===== src/rtl/emb_pkg.sv =====
// Shared types and constants of the ECC memory board controller
package emb_pkg;

   // Array geometry
   localparam int EMB_DW = 32;
   localparam int EMB_CW = 7;
   localparam int EMB_SW = 39;
   localparam int EMB_HAM = 6;
   localparam int EMB_POS_LAST = 38;
   localparam int EMB_AW = 17;
   localparam int EMB_BAW = 19;
   localparam int EMB_LANE_LO = 2;
   localparam int EMB_CNT_W = 5;
   localparam int EMB_NBYTES = 4;
   localparam int EMB_BYTE_W = 8;

   // Transfer size of a single access
   localparam logic [1:0] EMB_SZ_BYTE = 2'h0;
   localparam logic [1:0] EMB_SZ_HALF = 2'h1;
   localparam logic [1:0] EMB_SZ_WORD = 2'h2;

   // Block length code: words = 1 << code, at most 16; code 0 is a single transfer
   localparam logic [2:0] EMB_BLK_1 = 3'h0;
   localparam logic [2:0] EMB_BLK_16 = 3'h4;

   // Byte lane masks
   localparam logic [3:0] EMB_BE_ALL = 4'hf;
   localparam logic [3:0] EMB_BE_ONE = 4'h1;
   localparam logic [3:0] EMB_BE_LO_HALF = 4'h3;
   localparam logic [3:0] EMB_BE_HI_HALF = 4'hc;

   localparam logic [EMB_CNT_W-1:0] EMB_LEFT_ONE = 5'h01;
   localparam logic [EMB_AW-1:0] EMB_ADDR_STEP = 17'h00001;

   typedef enum logic [1:0] {
      EMB_RSP_NONE = 2'h0,
      EMB_RSP_ACK_INT = 2'h1,
      EMB_RSP_ACK_DONE = 2'h2,
      EMB_RSP_NAK = 2'h3
   } emb_rsp_e;

   typedef enum logic [6:0] {
      EMB_ST_IDLE = 7'h01,
      EMB_ST_RD_ISS = 7'h02,
      EMB_ST_RD_CHK = 7'h04,
      EMB_ST_RMW_ISS = 7'h08,
      EMB_ST_RMW_CHK = 7'h10,
      EMB_ST_WR = 7'h20,
      EMB_ST_BW_WAIT = 7'h40
   } emb_state_e;

   typedef struct packed {
      logic write;
      logic [1:0] size;
      logic [2:0] blk;
      logic [EMB_BAW-1:0] addr;
      logic [EMB_DW-1:0] wdata;
   } emb_req_s;

   typedef struct packed {
      emb_rsp_e code;
      logic [EMB_DW-1:0] data;
   } emb_rsp_s;

   typedef struct packed {
      logic [EMB_AW-1:0] addr;
      logic [EMB_SW-1:0] wdata;
      logic we;
      logic re;
   } emb_mem_s;

   typedef struct packed {
      logic dbl;
      logic [EMB_AW-1:0] addr;
   } emb_err_s;

   typedef struct packed {
      logic [EMB_DW-1:0] data;
      logic single;
      logic dbl;
   } emb_dec_s;

   typedef struct packed {
      emb_state_e st;
      logic [EMB_AW-1:0] addr;
      logic [EMB_CNT_W-1:0] left;
      logic [EMB_DW-1:0] wdata;
      logic [EMB_NBYTES-1:0] be;
      logic [EMB_SW-1:0] word;
      logic rsp_v;
      emb_rsp_s rsp;
      logic err_v;
      emb_err_s err;
   } emb_regs_s;

endpackage


===== src/rtl/emb_ctrl.sv =====
// ECC memory board controller: bus slave, SEC-DED array access, posted writes
`timescale 1ns/10ps
// Functional notes
// - Each 32-bit word is stored with seven modified Hamming check bits as a 39-bit word.
// - The code corrects any single-bit error, detects any double-bit error and flags some wider ones.
// - Every read fetches the whole 32-bit word, and smaller objects are taken from it by the master.
// - An error-free read returns its data with a normal acknowledge.
// - A single-bit read error returns corrected data with a normal acknowledge and no write-back.
// - A double-bit read error returns an error response with undefined data.
// - Byte, half-word and word writes are posted: latched, acknowledged at once, written afterwards.
// - A full word write stores the data with freshly generated check bits.
// - A byte or half-word write first reads the word, merges the new bytes and writes it back.
// - A single-bit error in that read is corrected before the merge.
// - A double-bit error in that read cancels the write, reports it only on ERR and leaves the bad word in place.
// - Block reads of 2, 4, 8 or 16 consecutive words check and correct every word.
// - Block read words get an intermediate acknowledge, the last one the final acknowledge.
// - A double-bit error in a block read returns an error response and ends the block.
// - Block writes of 2, 4, 8 or 16 words latch each word with intermediate then final acknowledge.
// - Each block write word is written whole with new check bits and the address then steps by one.
module emb_ctrl
   import emb_pkg::*;
(
   input wire logic CLK,
   input wire logic RESETN,
   input wire logic REQ_VALID,
   input wire emb_req_s REQ,
   output logic REQ_READY,
   output logic RSP_VALID,
   output emb_rsp_s RSP,
   output emb_mem_s MEM,
   input wire logic [EMB_SW-1:0] MEM_RDATA,
   output logic ERR_VALID,
   output emb_err_s ERR
);

   localparam emb_regs_s EMB_RESET = '{st: EMB_ST_IDLE, rsp: '{code: EMB_RSP_NONE, data: '0}, default: '0};

   emb_regs_s q;
   emb_regs_s d;
   emb_dec_s dec;
   logic [EMB_DW-1:0] merged;
   logic [EMB_CNT_W-1:0] blk_words;

   // Check bit generator over a 38-position Hamming frame plus overall parity
   function automatic logic [EMB_CW-1:0] ecc_gen(input logic [EMB_DW-1:0] dat);
      logic [EMB_POS_LAST:0] cw;
      logic [EMB_HAM-1:0] c;
      int k;
      cw = '0;
      c = '0;
      k = 0;
      for (int p = 1; p <= EMB_POS_LAST; p++) begin
         if ((p & (p - 1)) != 0) begin
            cw[p] = dat[k];
            k++;
         end
      end
      for (int i = 0; i < EMB_HAM; i++) begin
         for (int p = 1; p <= EMB_POS_LAST; p++) begin
            if (p[i] && ((p & (p - 1)) != 0)) begin
               c[i] = c[i] ^ cw[p];
            end
         end
      end
      return {^{dat, c}, c};
   endfunction

   // Syndrome decode; overall parity tells odd from even error counts
   function automatic emb_dec_s ecc_dec(input logic [EMB_SW-1:0] w);
      logic [EMB_POS_LAST:0] cw;
      logic [EMB_HAM-1:0] syn;
      logic perr;
      int k;
      emb_dec_s r;
      cw = '0;
      syn = '0;
      k = 0;
      r = '0;
      for (int p = 1; p <= EMB_POS_LAST; p++) begin
         if ((p & (p - 1)) != 0) begin
            cw[p] = w[k];
            k++;
         end
      end
      for (int i = 0; i < EMB_HAM; i++) begin
         cw[1 << i] = w[EMB_DW + i];
      end
      for (int i = 0; i < EMB_HAM; i++) begin
         for (int p = 1; p <= EMB_POS_LAST; p++) begin
            if (p[i]) begin
               syn[i] = syn[i] ^ cw[p];
            end
         end
      end
      perr = ^w;
      if (perr) begin
         if (syn == '0) begin
            r.single = 1'b1;
         end else if (int'(syn) <= EMB_POS_LAST) begin
            cw[syn] = ~cw[syn];
            r.single = 1'b1;
         end else begin
            // Syndrome off the frame: three or more bits wrong
            r.dbl = 1'b1;
         end
      end else if (syn != '0) begin
         r.dbl = 1'b1;
      end
      k = 0;
      for (int p = 1; p <= EMB_POS_LAST; p++) begin
         if ((p & (p - 1)) != 0) begin
            r.data[k] = cw[p];
            k++;
         end
      end
      return r;
   endfunction

   function automatic logic [EMB_NBYTES-1:0] lane_mask(input logic [1:0] size, input logic [1:0] lo);
      logic [EMB_NBYTES-1:0] m;
      case (size)
         EMB_SZ_BYTE: begin
            m = EMB_BE_ONE << lo;
         end
         EMB_SZ_HALF: begin
            m = lo[1] ? EMB_BE_HI_HALF : EMB_BE_LO_HALF;
         end
         default: begin
            m = EMB_BE_ALL;
         end
      endcase
      return m;
   endfunction

   // Whole word always read; narrow reads pick their lanes from it
   assign dec = ecc_dec(MEM_RDATA);

   always_comb begin
      for (int b = 0; b < EMB_NBYTES; b++) begin
         merged[b*EMB_BYTE_W +: EMB_BYTE_W] = q.be[b] ? q.wdata[b*EMB_BYTE_W +: EMB_BYTE_W]
                                                       : dec.data[b*EMB_BYTE_W +: EMB_BYTE_W];
      end
   end

   // Block length above sixteen words is clipped to sixteen
   assign blk_words = (REQ.blk > EMB_BLK_16) ? (EMB_LEFT_ONE << EMB_BLK_16) : (EMB_LEFT_ONE << REQ.blk);

   always_comb begin
      d = q;
      d.rsp_v = 1'b0;
      d.err_v = 1'b0;
      case (q.st)
         EMB_ST_IDLE: begin
            if (REQ_VALID) begin
               d.addr = REQ.addr[EMB_BAW-1:EMB_LANE_LO];
               d.left = blk_words;
               if (REQ.write) begin
                  // Posted: acknowledge now, array write follows
                  d.wdata = REQ.wdata;
                  d.be = (REQ.blk != EMB_BLK_1) ? EMB_BE_ALL : lane_mask(REQ.size, REQ.addr[1:0]);
                  d.rsp_v = 1'b1;
                  d.rsp.code = (blk_words != EMB_LEFT_ONE) ? EMB_RSP_ACK_INT : EMB_RSP_ACK_DONE;
                  d.rsp.data = '0;
                  if (d.be == EMB_BE_ALL) begin
                     d.word = {ecc_gen(REQ.wdata), REQ.wdata};
                     d.st = EMB_ST_WR;
                  end else begin
                     d.st = EMB_ST_RMW_ISS;
                  end
               end else begin
                  d.st = EMB_ST_RD_ISS;
               end
            end
         end
         EMB_ST_RD_ISS: begin
            d.st = EMB_ST_RD_CHK;
         end
         EMB_ST_RD_CHK: begin
            d.rsp_v = 1'b1;
            d.rsp.data = dec.data;
            d.err_v = dec.single | dec.dbl;
            d.err.dbl = dec.dbl;
            d.err.addr = q.addr;
            if (dec.dbl) begin
               d.rsp.code = EMB_RSP_NAK;
               d.st = EMB_ST_IDLE;
            end else if (q.left == EMB_LEFT_ONE) begin
               d.rsp.code = EMB_RSP_ACK_DONE;
               d.st = EMB_ST_IDLE;
            end else begin
               d.rsp.code = EMB_RSP_ACK_INT;
               d.addr = q.addr + EMB_ADDR_STEP;
               d.left = q.left - EMB_LEFT_ONE;
               d.st = EMB_ST_RD_ISS;
            end
         end
         EMB_ST_RMW_ISS: begin
            d.st = EMB_ST_RMW_CHK;
         end
         EMB_ST_RMW_CHK: begin
            d.err_v = dec.single | dec.dbl;
            d.err.dbl = dec.dbl;
            d.err.addr = q.addr;
            if (dec.dbl) begin
               // Leave the bad word so a later read reports it
               d.st = EMB_ST_IDLE;
            end else begin
               d.word = {ecc_gen(merged), merged};
               d.st = EMB_ST_WR;
            end
         end
         EMB_ST_WR: begin
            d.left = q.left - EMB_LEFT_ONE;
            if (q.left != EMB_LEFT_ONE) begin
               d.addr = q.addr + EMB_ADDR_STEP;
               d.st = EMB_ST_BW_WAIT;
            end else begin
               d.st = EMB_ST_IDLE;
            end
         end
         EMB_ST_BW_WAIT: begin
            if (REQ_VALID) begin
               d.wdata = REQ.wdata;
               d.word = {ecc_gen(REQ.wdata), REQ.wdata};
               d.rsp_v = 1'b1;
               d.rsp.code = (q.left == EMB_LEFT_ONE) ? EMB_RSP_ACK_DONE : EMB_RSP_ACK_INT;
               d.rsp.data = '0;
               d.st = EMB_ST_WR;
            end
         end
         default: begin
            d = EMB_RESET;
         end
      endcase
   end

   always_ff @(posedge CLK) begin
      if (!RESETN) begin
         q <= EMB_RESET;
      end else begin
         q <= d;
      end
   end

   // Single-word reads never write back, so a corrected word stays wrong in the array
   assign REQ_READY = (q.st == EMB_ST_IDLE) || (q.st == EMB_ST_BW_WAIT);
   assign RSP_VALID = q.rsp_v;
   assign RSP = q.rsp;
   // One driver for the whole array port struct
   assign MEM = '{
      addr: q.addr,
      wdata: q.word,
      we: (q.st == EMB_ST_WR),
      re: (q.st == EMB_ST_RD_ISS) || (q.st == EMB_ST_RMW_ISS)
   };
   assign ERR_VALID = q.err_v;
   assign ERR = q.err;

endmodule // emb_ctrl


===== config.mk =====
export PLATFORM = sky130hd
export DESIGN_NAME = emb_ctrl
export DESIGN_NICKNAME = d
export VERILOG_FILES = /design/src/rtl/emb_pkg.sv /design/src/rtl/emb_ctrl.sv
export SDC_FILE = /design/constraint.sdc
export NUM_CORES = 1
export LEC_CHECK = 0
export BUFFER_PORTS_ARGS = -buffer_cell sky130_fd_sc_hd__clkbuf_2
export CAP_MARGIN = 15
export CORE_MARGIN = 2
export CORE_UTILIZATION = 40
export DETAILED_ROUTE_END_ITERATION = 8
export PLACE_DENSITY = 0.59
export SYNTH_ARGS = -nofsm -noshare
export SYNTH_HDL_FRONTEND = slang
export SYNTH_SLANG_ARGS = --single-unit

===== constraint.sdc =====
create_clock -name CLK -period 5.4 [get_ports CLK]
set_clock_uncertainty 0.05 [all_clocks]
set_input_delay 0.27 -clock CLK [delete_from_list [all_inputs] [get_ports CLK]]
set_output_delay 0.27 -clock CLK [all_outputs]
set_load 0.02 [all_outputs]

==> summary.md <==
| Metric | Value |
|---|---|
| Area of the die | around 0.029 mm2 |
| Reg clk slew, reported paths | roughly 70 ps |
| Post-Synthesis Cells | between 1000 and 1500 |
| First-pass GRT wire length | ~57000 um |
| Number of buffers created by CTS | 17 |
| P per Cell Area | 534 mW/mm2 |
| Reg-to-reg slack, setup | 1700 ps |
| CTS tree | done |
| Ordered cell list for the critical path | clkbuf_2, xnor3_1, xnor3_1, xnor3_1, xnor3_2, xnor2_2, and3b_1, a21boi_0, a41oi_1, mux2_2, xnor3_1, xnor3_1, xor2_1, buf_4, xnor2_1, a222oi_1, nor3_1 |
| Total of endpoints with negative setup slack in the final report | 0 |
| Buffer type at the clock tree root | sky130_fd_sc_hd__clkbuf_16 |
| Vias in the first global route | 9786 |
| Net Count, Synth | about 1400 |
| Worst path required time | between 5000 and 6000 ps |
| Pin count of the biggest net entering global routing | 96 |
| Remaining routing DRC violations | 0 |
| Detailed-route vias per instance | between 5 and 6 |
| Count of flip-flops with a built-in enable after synthesis | 0 |
| Total routing usage reported by global routing | between 20% and 30% |
| Cell area after technology mapping | about 0.011 mm2 |
| Overflow left after global routing | 0 |
| Synth-to-Final Area Change | 13.4% |
| Sink count of the clock tree | approximately 160 |
| Clock buffer depth | 2 |
| Slowest-stage cell, CP | sky130_fd_sc_hd__xnor3_1 |
| Actual transition at the worst max-transition pin | ~1100 ps |
| Worst slew margin relative to its limit | 29.1% |
| Average cell area after synthesis | approximately 8.2 um2 |
| Layout Cell Area excl Fill | roughly 0.013 mm2 |
| DRC violation total after the first TritonRoute iteration | 940 |
| Unrepaired setup endpoints after global routing | false |
| Warning count from the yosys run | 0 |
| Summed negative setup slack over all endpoints | 0 ps |
| Type of element launching the critical path | input port |
| Height of the die | approximately 170 um |
| Placeable Area | about 0.027 mm2 |
| Asr flop ratio synth | 0% |
| Antenna violations before repair | 1 |
| Number of placed instances, taps included | about 1800 |
| Fin. Hold Viols | 0 |
| Maximum frequency from static timing analysis | between 0.2 and 0.25 GHz |
| Arrival @ worst endpoint | approximately 5200 ps |
| Number of antenna-violating nets in the routed design | 0 |
| Number of vias after detailed routing | ~10000 |
| Length of the first detailed-routing pass in iterations | 6 |
| Max H-tree Level | 4 |
| Path type of the worst min-delay path | input port to register |
| Final period demand of the worst path | 4930 ps |
| Number of buffers added on ports | about 210 |
| Cell area reported after detailed placement | approximately 0.012 mm2 |
| CTS hold repair buffers | 0 |
| Outcome | finished clean |
| Total length of routed wires | approximately 37000 um |
| Final RePlAce weighted congestion | slightly below 1 |
| Clock insertion delay at the later pin of the skew report | approximately 440 ps |
| Critical path class | input port to register |
| Overall power after layout | 6.69 mW |
| Count of inserted antenna diode cells | 0 |
| Sequential share of the synthesized area | approximately 29% |
| Die span in x | between 150 and 200 um |
| Initial Utilization | ~41% |
| Synth Register Bits | between 150 and 200 |
| Dominant cell type by count on the critical path | sky130_fd_sc_hd__xnor3_1 |
| Worst path max stage delay | about 500 ps |
| Leakage power summed over all cells | about 5.2 nW |
| Most frequently used flop master after synthesis | sky130_fd_sc_hd__dfxtp_1 |
| Total count of max-transition violations in the final report | 0 |
| Final layout net count | ~1600 |
| Worst supply voltage drop on vdd | 0.258 mV |
| Post-route clock period utilization | 91.3% |
| Number of placed I/O pins | between 200 and 250 |
| Post-CTS resize count | 0 |
| DPL Wire Length | ~29000 um |
| Element type at the critical path end | register |
| Biggest fanout along the worst timing path | 11 |
| Final Instance Count excl. Fillers | roughly 1800 |
| Floorplan row count | 60 |
| Buffers inserted by post-CTS timing repair | 0 |
| Drt wl/cell | 20.7 um |
| Maximum Capacitance Violations | 0 |
| Synth cell types | a little over 80 |
| Layout cell share with drive strength beyond 1 | between 20% and 30% |
[Yosys cell counts (all sizes together), types with 10 or more instances]
| cell type | n | area share [%] |
|---|---|---|
| nor2 | 171 | 5.8 |
| dfxtp | 158 | 29 |
| nand2 | 140 | 4.8 |
| xnor2 | 126 | 11 |
| buf | 123 | 8.2 |
| a22oi | 94 | 6.4 |
| a21oi | 90 | 4.2 |
| clkbuf | 59 | 2.0 |
| o21ai | 58 | 2.6 |
| xor2 | 37 | 3.2 |
| nand3 | 35 | 1.6 |
| xnor3 | 27 | 5.5 |
| nor3 | 22 | 1.1 |
| inv | 18 | 0.61 |
| a211oi | 15 | 1.1 |
| mux2i | 13 | 1.2 |
| and2 | 11 | 0.65 |
| o22ai | 10 | 0.68 |
[worst paths after layout]
check / endpoint / cells past startpoint / start
min: MEM[41] / 3 / REQ[34]
max reg2reg: MEM[40] / 12 / q[95]
max: MEM[36] / 17 / MEM_RDATA[8]
min reg2reg: q[104] / 2 / q[104]
[cell type report]
| class | instances | area (um2) |
|---|---|---|
| inverters | 21 | 81.3 |
| multi-input cells | 985 | 6690 |
| clock buffers | 18 | 439 |
| clock inverters | 14 | 195 |
| well taps | 341 | 427 |
| flip-flops and latches | 158 | 3160 |
| fillers | 2719 | 14500 |
| repair buffers | 274 | 1540 |
[power by group]
part | internal [mW] | total [mW] | switching (mW)
Combinational | 1.63 | 3.99 | 2.37
Sequential | 1.25 | 1.37 | 0.114
Clock | 0.760 | 1.33 | 0.567
Total | 3.64 | 6.69 | 3.05
[layer usage]
metal	vias to the layer above	routed length, um	part of all wire [%]	track usage [%]
met1	4780	16300	43	33.3
met5	-	0	0	0
met4	0	962	2.6	8.29
met2	395	17700	47	43.0
li1	4827	-	-	-
met3	58	2560	6.8	5.19
[kinds of logic after synthesis]
| group | Yosys count | synth area share, % |
|---|---|---|
| and+or+nand+nor | 427 | 17.0 |
| AOI/OAI and AO/OA | 342 | 21.3 |
| buffers and inverters | 203 | 10.9 |
| xor gates and xnor gates | 191 | 19.6 |
| DFF | 158 | 28.6 |
| muxes | 22 | 2.20 |
| adders and majority gates | 3 | 0.340 |
[sequential cells by signal (all words and copies together) (netlist names)]
signal     cells
ERR           18
ERR_VALID      1
MEM           56
RSP           34
RSP_VALID      1
q             48
[placed cells by master, fill, tap and decap left out, types with 7 or more instances in the layout]
| master | count |
|---|---|
| sky130_fd_sc_hd__inv_1 | 18 |
| sky130_fd_sc_hd__nor3_1 | 20 |
| sky130_fd_sc_hd__mux2i_1 | 11 |
| sky130_fd_sc_hd__xnor2_1 | 118 |
| sky130_fd_sc_hd__clkbuf_2 | 211 |
| sky130_fd_sc_hd__o22ai_1 | 8 |
| sky130_fd_sc_hd__buf_4 | 62 |
| sky130_fd_sc_hd__a22o_1 | 7 |
| sky130_fd_sc_hd__clkbuf_16 | 17 |
| sky130_fd_sc_hd__xnor2_2 | 7 |
| sky130_fd_sc_hd__a211oi_1 | 14 |
| sky130_fd_sc_hd__nor2_1 | 170 |
| sky130_fd_sc_hd__mux2_2 | 8 |
| sky130_fd_sc_hd__xnor3_1 | 25 |
| sky130_fd_sc_hd__o31ai_1 | 7 |
| sky130_fd_sc_hd__dfxtp_1 | 158 |
| sky130_fd_sc_hd__and3_1 | 7 |
| sky130_fd_sc_hd__and2_1 | 10 |
| sky130_fd_sc_hd__o21ai_0 | 54 |
| sky130_fd_sc_hd__nand4_1 | 8 |
| sky130_fd_sc_hd__nand2_1 | 138 |
| sky130_fd_sc_hd__a22oi_1 | 93 |
| sky130_fd_sc_hd__xor2_1 | 33 |
| sky130_fd_sc_hd__a31oi_1 | 8 |
| sky130_fd_sc_hd__a21oi_1 | 87 |
| sky130_fd_sc_hd__nand3_1 | 35 |
[worst max-delay path: cells and delay by family]
family / cells / cell delay (ps)
multiplexers: 1 / 270
AND/OR/NAND/NOR: 2 / 590
XOR/XNOR: 9 / 3010
AO/OA/AOI/OAI: 3 / 720
buffers and inverters: 2 / 330
[stage by stage]
stage	util, %	setup WS [ps]	hold slack, ps
after global routing	46.4	229	99.6
after floorplan	-	896	368
after detailed placement	43.9	44.4	392
after CTS	46.3	500	77.7
after global placement	43.9	98.4	389
final	46.4	468	91.2
Power figures use the tool's default switching activity.
